$ cat src/logic/fsc_pkg.sv
// Purpose: Constants and carrier types for the fault status capture block
// Assumes: Register bit 0 is the most significant, so bit n sits at position 31-n
// Notes: On the wide path bit n sits at 63-n, which lands on the same low positions
package fsc_pkg;
  // Special register selector values
  localparam logic [15:0] FSC_SEL_FAULT_ADDRESS = 16'h0003;
  localparam logic [15:0] FSC_SEL_FAULT_STATUS = 16'h0005;
  localparam int FSC_SEL_W = 16;
  // Field positions in the status word, same low positions on both path widths
  localparam int FSC_POS_CAUSE_LO = 0;
  localparam int FSC_CAUSE_W = 5;
  localparam int FSC_POS_SPEC_LO = 5;
  localparam int FSC_SPEC_W = 7;
  localparam int FSC_POS_DELAY_SLOT = 12;
  localparam int FSC_POS_LONG = 13;
  localparam int FSC_REG_IDX_W = 5;
  // Reset values
  localparam logic [4:0] FSC_CAUSE_RESET = 5'h00;
  localparam logic [6:0] FSC_SPEC_RESET = 7'h00;

  // Fault cause codes
  localparam logic [4:0] FSC_CAUSE_STREAM = 5'h00;
  localparam logic [4:0] FSC_CAUSE_UNALIGNED = 5'h01;
  localparam logic [4:0] FSC_CAUSE_ILLEGAL_OP = 5'h02;
  localparam logic [4:0] FSC_CAUSE_INSTR_BUS = 5'h03;
  localparam logic [4:0] FSC_CAUSE_DATA_BUS = 5'h04;
  localparam logic [4:0] FSC_CAUSE_DIVIDE = 5'h05;
  localparam logic [4:0] FSC_CAUSE_FLOAT = 5'h06;
  localparam logic [4:0] FSC_CAUSE_PRIVILEGED = 5'h07;
  localparam logic [4:0] FSC_CAUSE_DATA_STORAGE = 5'h10;
  localparam logic [4:0] FSC_CAUSE_INSTR_STORAGE = 5'h11;
  localparam logic [4:0] FSC_CAUSE_DATA_TLB_MISS = 5'h12;
  localparam logic [4:0] FSC_CAUSE_INSTR_TLB_MISS = 5'h13;

  // Access size of the faulting access
  typedef enum logic [1:0] {
    FSC_SIZE_HALF,
    FSC_SIZE_WORD,
    FSC_SIZE_LONG
  } fsc_size_e;

  // One exception report from the pipeline
  typedef struct packed {
    logic [4:0] cause;
    logic delay_slot;
    fsc_size_e size;
    logic is_store;
    logic [4:0] reg_index;
  } fsc_event_s;

  // Read request from the move-from-special path
  typedef struct packed {
    logic valid;
    logic extended;
    logic [15:0] selector;
  } fsc_read_s;
endpackage

$ cat src/logic/fsc_capture.sv
// Purpose: Captures fault address and fault status for the exception handler
// Assumes: The pipeline raises take_exception for one cycle per taken exception
// Notes: Registers are read by move_from_special inside the core, no bus
//
// Function
// - Unaligned access loads fault address with the misaligned data address.
// - Peripheral data bus error records the failing data access address.
// - Data storage fault records virtual data effective address.
// - Instruction storage fault records virtual fetch effective address.
// - Data lookaside miss stores the virtual data access address.
// - Instruction lookaside miss stores the virtual fetch address.
// - Fault address is undefined for all other causes.
// - Selector 0x0003 returns fault address, plain or extended read.
// - 32-bit path, wide address: plain read low half, extended upper.
// - 64-bit path: plain read returns whole fault address.
// - Selector 0x0005 returns fault status; all fields read-only.
// - Delay slot flag set for delay slot faults, else clear; resets 0.
// - Cause codes for stream through privileged instruction, 00000 to 00111.
// - Memory management causes use codes 10000 to 10011.
// - Cause-specific field bits 20:26; 64-bit mode adds bit 50.
// - 64-bit unaligned: long flag 1 for long, 0 otherwise.
// - Unaligned: word flag 1 for word, 0 for halfword.
// - Unaligned: store flag 1 for store, 0 for load.
// - Unaligned: bits 22:26 hold the general register index.
`timescale 1ns/1ps
module fsc_capture
  import fsc_pkg::*;
#(
  parameter int DATA_W = 32,
  parameter int ADDR_W = 32
) (
  // Clock and reset
  input wire logic clk,
  input wire logic sys_rst,
  // Exception report from the pipeline
  input wire logic take_exception,
  input wire fsc_pkg::fsc_event_s fault_event,
  input wire logic [ADDR_W-1:0] fault_data_address,
  input wire logic [ADDR_W-1:0] fault_fetch_address,
  // Move-from-special read port
  input wire fsc_pkg::fsc_read_s read_req,
  output logic [DATA_W-1:0] read_data,
  output logic read_hit,
  // Direct views for the handler logic
  output logic [ADDR_W-1:0] fault_address_register,
  output logic [DATA_W-1:0] fault_status_register
);
  import fsc_pkg::*;

  localparam int HI_W = (ADDR_W > DATA_W) ? (ADDR_W - DATA_W) : 1;

  // Captured state
  logic [ADDR_W-1:0] fault_address;
  logic [4:0] fault_cause_code;
  logic delay_slot_flag;
  logic [6:0] cause_specific_status;
  logic long_access_flag;
  logic [DATA_W-1:0] read_word;

  // Cause-specific bits come from the small packing module
  logic [6:0] next_spec;
  logic next_long;
  fsc_status_pack u_pack (
    .ev(fault_event),
    .spec_bits(next_spec),
    .long_flag(next_long)
  );

  // Fetch-side causes take the fetch address; data-side causes the data address
  wire is_fetch_cause = (fault_event.cause == FSC_CAUSE_INSTR_STORAGE) ||
    (fault_event.cause == FSC_CAUSE_INSTR_TLB_MISS);
  wire is_data_cause = (fault_event.cause == FSC_CAUSE_UNALIGNED) ||
    (fault_event.cause == FSC_CAUSE_DATA_BUS) ||
    (fault_event.cause == FSC_CAUSE_DATA_STORAGE) ||
    (fault_event.cause == FSC_CAUSE_DATA_TLB_MISS);
  // Other causes leave the address as it was; software must not trust it
  wire [ADDR_W-1:0] next_fault_address = is_fetch_cause ? fault_fetch_address :
    is_data_cause ? fault_data_address : fault_address;

  // Address capture, only on a taken exception
  always_ff @(posedge clk) begin
    if (sys_rst) begin
      fault_address <= '0;
    end else if (take_exception) begin
      fault_address <= next_fault_address;
    end
  end

  // Status capture in the same cycle as the address
  always_ff @(posedge clk) begin
    if (sys_rst) begin
      fault_cause_code <= FSC_CAUSE_RESET;
      delay_slot_flag <= 1'b0;
      cause_specific_status <= FSC_SPEC_RESET;
      long_access_flag <= 1'b0;
    end else if (take_exception) begin
      fault_cause_code <= fault_event.cause;
      delay_slot_flag <= fault_event.delay_slot;
      cause_specific_status <= next_spec;
      long_access_flag <= (DATA_W == 64) ? next_long : 1'b0;
    end
  end

  // Assemble the status word; reserved positions stay zero
  // Fields count from the most significant end, so the wide word keeps them low
  always_comb begin
    fault_status_register = '0;
    fault_status_register[FSC_POS_CAUSE_LO +: FSC_CAUSE_W] = fault_cause_code;
    fault_status_register[FSC_POS_SPEC_LO +: FSC_SPEC_W] = cause_specific_status;
    fault_status_register[FSC_POS_DELAY_SLOT] = delay_slot_flag;
    if (DATA_W == 64) begin
      fault_status_register[FSC_POS_LONG] = long_access_flag;
    end
  end

  assign fault_address_register = fault_address;

  // Low and high address halves for the narrow data path
  wire [DATA_W-1:0] addr_low;
  wire [DATA_W-1:0] addr_high;
  generate
    if (ADDR_W >= DATA_W) begin : g_low_trunc
      assign addr_low = fault_address[DATA_W-1:0];
    end else begin : g_low_pad
      assign addr_low = {{(DATA_W-ADDR_W){1'b0}}, fault_address};
    end
    if (ADDR_W > DATA_W) begin : g_high
      wire [HI_W-1:0] hi_bits = fault_address[ADDR_W-1:DATA_W];
      assign addr_high = DATA_W'(hi_bits);
    end else begin : g_no_high
      assign addr_high = '0;
    end
  endgenerate

  // Selector decode; extended reads only reach the address register
  wire sel_addr = read_req.valid && (read_req.selector == FSC_SEL_FAULT_ADDRESS);
  wire sel_status = read_req.valid && !read_req.extended &&
    (read_req.selector == FSC_SEL_FAULT_STATUS);

  always_comb begin
    read_word = '0;
    if (sel_addr) begin
      read_word = read_req.extended ? addr_high : addr_low;
    end else if (sel_status) begin
      read_word = fault_status_register;
    end
  end

  // Registered read answer, one cycle after the request
  always_ff @(posedge clk) begin
    if (sys_rst) begin
      read_data <= '0;
      read_hit <= 1'b0;
    end else begin
      read_data <= read_word;
      read_hit <= sel_addr || sel_status;
    end
  end
endmodule

$ cat src/logic/fsc_status_pack.sv
// Purpose: Builds the cause-specific status bits for one exception report
// Assumes: Only unaligned accesses carry cause-specific status here
// Notes: Combinational; the capture registers live in the top module
`timescale 1ns/1ps
module fsc_status_pack
  import fsc_pkg::*;
(
  // Exception report
  input wire fsc_pkg::fsc_event_s ev,
  // Packed status bits
  output logic [6:0] spec_bits,
  output logic long_flag
);
  import fsc_pkg::*;

  wire is_unaligned = (ev.cause == FSC_CAUSE_UNALIGNED);
  // Word flag, store flag and register index, other causes read zero
  assign spec_bits = is_unaligned ?
    {(ev.size == FSC_SIZE_WORD), ev.is_store, ev.reg_index} :
    FSC_SPEC_RESET;
  // Long access flag only matters in the wide status layout
  assign long_flag = is_unaligned && (ev.size == FSC_SIZE_LONG);
endmodule

$ cat config.mk
export PLATFORM = sky130hd
export DESIGN_NAME = fsc_capture
export DESIGN_NICKNAME = d
export VERILOG_FILES = /design/src/logic/fsc_pkg.sv /design/src/logic/fsc_capture.sv /design/src/logic/fsc_status_pack.sv
export SDC_FILE = /design/constraint.sdc
export NUM_CORES = 1
export LEC_CHECK = 0
export BUFFER_PORTS_ARGS = -buffer_cell sky130_fd_sc_hd__clkbuf_2
export CAP_MARGIN = 15
export CORE_MARGIN = 3
export CORE_UTILIZATION = 30
export DETAILED_ROUTE_END_ITERATION = 7
export SLEW_MARGIN = 40
export SYNTH_ARGS = -nofsm -noshare
export SYNTH_HDL_FRONTEND = slang
export SYNTH_HIERARCHICAL = 1
export SYNTH_SLANG_ARGS = --single-unit
$ cat constraint.sdc
create_clock -name clk -period 4.3 [get_ports clk]
set_clock_uncertainty 0.15 [all_clocks]
set_input_delay 0.43 -clock clk [delete_from_list [all_inputs] [get_ports clk]]
set_output_delay 0.43 -clock clk [all_outputs]
set_load 0.01 [all_outputs]
-- Yosys cells after proc, flatten, opt, wreduce, memory -nomap -nowiden
Cells that the tools add are included.
- register bits: 78
- bits in latches: 0
- RAM bits: 0
- ROM bits: 0
- input port bits: 99
- output and inout port bits: 97
- logic and storage cells: 32
- memories kept: 0
- add/subtract/negate cells: 0
- multipliers: 0
- div/mod/pow operators: 0
- magnitude comparators: 0
- eq/ne operators: 9
- shift operators: 0
- mux-type cells: 6
- bitwise logic cells: 0
- reductions and logical operators: 11
- operator list (kind ; number):
    32-bit two-way mux ; 4
    5-bit equality test (second input constant) ; 4
    16-bit by 2-bit equality test with 1-bit output (second input constant) ; 1
    16-bit by 3-bit equality test with 1-bit output (second input constant) ; 1
    13-bit two-way mux ; 1
    7-bit two-way mux ; 1
    5-bit by 1-bit equality test with 1-bit output (second input constant) ; 1
    5-bit by 3-bit equality test with 1-bit output (second input constant) ; 1
    1-bit logical OR ; 5
    1-bit logical AND ; 3
    2-bit by 1-bit equality test with 1-bit output (second input constant) ; 1
    2-bit AND reduction ; 1
    2-bit nonzero test ; 1
    1-bit zero test ; 1

-- Depth between registers and ports, before layout
- depth after elaboration: 6
- mapped depth: 7
- gate-level depth less buffers: 4

-- Modules after synthesis
Netlist, hierarchy kept.
- modules (own cells, without submodules) (module ; times used ; cells each ; area each (um^2) ; seq. area each (um^2)):
    fsc_capture ; 1 ; 297 ; 3311.9 ; 1561.5
    fsc_status_pack ; 1 ; 10 ; 87.6 ; 0.0

-- Worst setup path after synthesis
No wires, ideal clock.
- path type: input to register
- start: input take_exception
- end: register fault_address[10], in the netlist fault_address_register[10]
- arrival: 1.468 ns
- required time: 4.004 ns
- path slack: 2.536 ns
- stages: 7
- path buffers: 3
- path through: buf_2 nand2b_2 a211oi_2 or2_1 buf_2 buf_6 a211oi_2
- longest elaborated chain between the ends: 1
- ends and longest elaborated chain (item ; RTL line ; RTL):
    start, declared ; fsc_capture.sv:36 ; input wire logic take_exception,
    2-bit AND reduction (no source line) ; n/a ;
    end signal, assigned ; fsc_capture.sv:85 ; fault_address <= next_fault_address;
    end, declared ; fsc_capture.sv:53 ; logic [ADDR_W-1:0] fault_address;
No other way between the ends.
A chain may end at the register's enable or synchronous reset.

-- Worst setup path in the final report
- start: input take_exception
- end: register fault_address[5], in the netlist fault_address_register[5]
The elaborated chain is that of the path after synthesis.

==> report_table.html <==
<table>
<tr><th>Metric</th><th>Value</th></tr>
<tr><th colspan="2">Status</th></tr>
<tr><td>Status</td><td>finished clean</td></tr>
<tr><th colspan="2">Min path</th></tr>
<tr><td>Worst hold path endpoint</td><td>delay_slot_flag</td></tr>
<tr><td>Startpoint of the most critical hold path</td><td>fault_event[8]</td></tr>
<tr><td>Worst min-delay path category</td><td>input pin to flop</td></tr>
<tr><td>Number of stages on the worst hold path</td><td>3</td></tr>
<tr><th colspan="2">Placement</th></tr>
<tr><td>Post-Place Worst Slack</td><td>1.633 ns</td></tr>
<tr><td>Count of placed standard cells including taps</td><td>604</td></tr>
<tr><td>Placer congestion estimate</td><td>0.7020</td></tr>
<tr><td>Final HPWL DP</td><td>6845 um</td></tr>
<tr><td>Number of buffers inserted by port buffering</td><td>176</td></tr>
<tr><th colspan="2">Global routing</th></tr>
<tr><td>Remaining global-route overflow</td><td>0</td></tr>
<tr><td>Antenna violations before repair</td><td>0</td></tr>
<tr><td>Total routing usage reported by global routing</td><td>0.1423</td></tr>
<tr><td>Vias in the first global route</td><td>2,828</td></tr>
<tr><td>Maximum number of pins on one net before global-route repair</td><td>46</td></tr>
<tr><td>Met1 layer usage reported by global route</td><td>0.1788</td></tr>
<tr><td>Global-route layer with the greatest usage</td><td>met2</td></tr>
<tr><td>Wire length of the first global-routing pass</td><td>14,420 um</td></tr>
<tr><td>Met2 Resource Use GR</td><td>0.2336</td></tr>
<tr><td>GR met3 Demand/Resource</td><td>0.04205</td></tr>
<tr><th colspan="2">Cells and area</th></tr>
<tr><td>Post-layout instance count excluding filler cells</td><td>619</td></tr>
<tr><td>Ratio of cells with drive above 1 in the final layout</td><td>0.5073</td></tr>
<tr><td>Post-route core utilization</td><td>0.4252</td></tr>
<tr><td>Number of nets in the finished design</td><td>574</td></tr>
<tr><td>Relative area change from synthesis to final layout</td><td>37.17%</td></tr>
<tr><td>Antenna fix cells</td><td>0</td></tr>
<tr><th colspan="2">Clock tree</th></tr>
<tr><td>CTS-repair resized insts</td><td>0</td></tr>
<tr><td>Clk Latency, worst-skew pair</td><td>0.33 ns</td></tr>
<tr><td>Clock-pin slew of the registers on the worst-case setup and hold paths</td><td>0.06 ns</td></tr>
<tr><td>CTS Hold Buffers Added</td><td>0</td></tr>
<tr><td>Root buf cell</td><td>sky130_fd_sc_hd__clkbuf_16</td></tr>
<tr><td>CTS H-tree depth</td><td>3</td></tr>
<tr><td>CTS tree</td><td>done</td></tr>
<tr><td>Maximum count of clock buffers along a single path</td><td>2</td></tr>
<tr><td>Number of CTS-inserted buffers</td><td>9</td></tr>
<tr><td>Number of setup buffers added after CTS</td><td>0</td></tr>
<tr><td>Number of clock sinks seen by CTS</td><td>78</td></tr>
<tr><th colspan="2">Synthesis</th></tr>
<tr><td>Post-synthesis average cell area</td><td>11.08 um^2</td></tr>
<tr><td>Number of warnings issued by yosys</td><td>6</td></tr>
<tr><td>Cell area after synthesis</td><td>3390 um^2</td></tr>
<tr><td>Synth Instances</td><td>306</td></tr>
<tr><th colspan="2">Drt</th></tr>
<tr><td>DR DRC count</td><td>0</td></tr>
<tr><td>Routed Antenna Nets</td><td>0</td></tr>
<tr><td>Routed wire length per instance</td><td>14.50 um</td></tr>
<tr><td>Number of vias per cell after detailed routing</td><td>4.604</td></tr>
<tr><td>Drt initial violations</td><td>64</td></tr>
<tr><td>Wire length reported by the detailed router</td><td>8978 um</td></tr>
<tr><td>Total via count after detailed routing</td><td>2,850</td></tr>
<tr><td>Initial DRT Pass Iterations</td><td>6</td></tr>
<tr><th colspan="2">Timing</th></tr>
<tr><td>Fin crit share</td><td>0.5279</td></tr>
<tr><td>Final Max Tran Viols</td><td>0</td></tr>
<tr><td>Number of endpoints failing setup at the final stage</td><td>0</td></tr>
<tr><td>Slew of the pin with the lowest slew margin</td><td>0.6566 ns</td></tr>
<tr><td>Summed negative setup slack over all endpoints</td><td>0 ns</td></tr>
<tr><td>Setup repair after global routing missed its margin</td><td>no</td></tr>
<tr><td>Final hold viol count</td><td>0</td></tr>
<tr><td>Max-slew headroom at the worst pin</td><td>0.5622</td></tr>
<tr><td>Shortest period the worst path allows</td><td>2.270 ns</td></tr>
<tr><td>Maximum clock frequency</td><td>440.5 MHz</td></tr>
<tr><td>Min setup slack post-route</td><td>2.030 ns</td></tr>
<tr><td>Minimum hold slack</td><td>0.2191 ns</td></tr>
<tr><th colspan="2">Critical path</th></tr>
<tr><td>Cell type of the slowest stage on the worst timing path</td><td>sky130_fd_sc_hd__or2_4</td></tr>
<tr><td>Worst-path maximum fanout</td><td>33</td></tr>
<tr><td>Worst reg2reg path startpoint</td><td>fault_address_register[10]</td></tr>
<tr><td>Count of buffer and inverter cells on the critical path</td><td>2</td></tr>
<tr><td>Worst R2R Setup Slack</td><td>3.36 ns</td></tr>
<tr><td>Critical register-to-register path endpoint</td><td>fault_address_register[10]</td></tr>
<tr><td>Critical path arrival</td><td>2.30 ns</td></tr>
<tr><td>Path length in cells of the critical path</td><td>6</td></tr>
<tr><td>Max incr delay on CP</td><td>0.55 ns</td></tr>
<tr><td>Critical Path RT</td><td>4.33 ns</td></tr>
<tr><td>Top delay family on crit path</td><td>buffers and inverters</td></tr>
<tr><td>Kind of start point of the critical path</td><td>input pin</td></tr>
<tr><td>Logic depth of the worst register-to-register path</td><td>2</td></tr>
<tr><td>Worst-path cell chain</td><td>clkbuf_2, nand2b_2, a211oi_4, buf_4, or2_4, a211oi_1</td></tr>
<tr><td>Worst Path Class, Setup</td><td>input pin to flop</td></tr>
<tr><td>Category of the worst setup path capture point</td><td>flop</td></tr>
<tr><th colspan="2">Die</th></tr>
<tr><td>Total Die Area</td><td>12,610 um^2</td></tr>
<tr><td>Effective utilization at floorplan</td><td>0.3100</td></tr>
<tr><td>Horizontal die dimension</td><td>112.3 um</td></tr>
<tr><td>Row count</td><td>38</td></tr>
<tr><td>Number of top-level pins</td><td>196</td></tr>
<tr><td>Core region area</td><td>10,940 um^2</td></tr>
<tr><td>Vertical die dimension</td><td>112.3 um</td></tr>
<tr><th colspan="2">Power</th></tr>
<tr><td>PD cells</td><td>389.9 nW/um^2</td></tr>
<tr><td>Leakage power</td><td>2.111 nW</td></tr>
<tr><td>Worst IR drop on VDD</td><td>199.6 uV</td></tr>
<tr><th colspan="2">Flow run</th></tr>
<tr><td>MaxCap Viol Count</td><td>0</td></tr>
</table>
-- metal layers --
layer  wire length (um)  vias to the layer above
met5                  0                        -
met4                 65                        0
met3                759                        4
met2               4321                      132
met1               3832                     1312
li1                   -                     1402
-- metrics by stage --
step	power, W	area (um^2)
detailed placement	0.0009572	4304
CTS	0.001840	4649
global placement	0.0009519	4272
floorplan	0.0008860	3457
global route	0.001885	4649
finish	0.001813	4649
-- worst max-delay path by stage --
stage,from,end,slack [ns]
global route,take_exception,fault_address_register[6],1.81
detailed placement,take_exception,fault_address_register[6],1.63
CTS,take_exception,fault_address_register[5],1.99
finish,take_exception,fault_address_register[5],2.03
floorplan,take_exception,fault_address_register[10],2.54
global placement,take_exception,fault_address_register[6],1.44
-- cell type report --
class                      instances  area, um^2
clock buffer                      10       239.0
clock inverter                     5       106.4
fill                            1068        6286
inverter                           1       3.754
multi-input combinational        201        1603
sequential                        78        1562
tap                              140       175.2
timing repair buffer             184       960.9
-- power breakdown --
part	total, W	internal, W	switching, W
registers	0.000757	0.000742	0.0000156
clock network	0.000875	0.000582	0.000293
logic	0.000181	0.0000837	0.0000968
-- state kept, by name (all words and copies together), names as in the netlist --
name,count
cause_specific_status,7
delay_slot_flag,1
read_hit,1
fault_address_register,32
fault_cause_code,5
read_data,32
-- worst min-delay path: cells and delay by family --
kind                   cells  cell delay (ns)
buffers and inverters      1             0.08
muxes                      1             0.07
and+or+nand+nor            1             0.08
-- placed cells by master, fill, tap and decap left out, types with 2 or more instances in the layout --
master,n
sky130_fd_sc_hd__clkbuf_2,176
sky130_fd_sc_hd__dfxtp_1,78
sky130_fd_sc_hd__mux2i_1,45
sky130_fd_sc_hd__nor3_1,32
sky130_fd_sc_hd__a211oi_2,30
sky130_fd_sc_hd__and2_1,19
sky130_fd_sc_hd__conb_1,19
sky130_fd_sc_hd__nor2_1,16
sky130_fd_sc_hd__a22o_1,13
sky130_fd_sc_hd__clkbuf_16,9
sky130_fd_sc_hd__and3_2,6
sky130_fd_sc_hd__buf_4,5
sky130_fd_sc_hd__nand2b_1,3
sky130_fd_sc_hd__bufinv_16,3
sky130_fd_sc_hd__nand2_1,2
sky130_fd_sc_hd__nor3_4,2
sky130_fd_sc_hd__nor4_1,2
sky130_fd_sc_hd__a211oi_1,2
sky130_fd_sc_hd__buf_6,2
(Power assumes the default switching activity.)
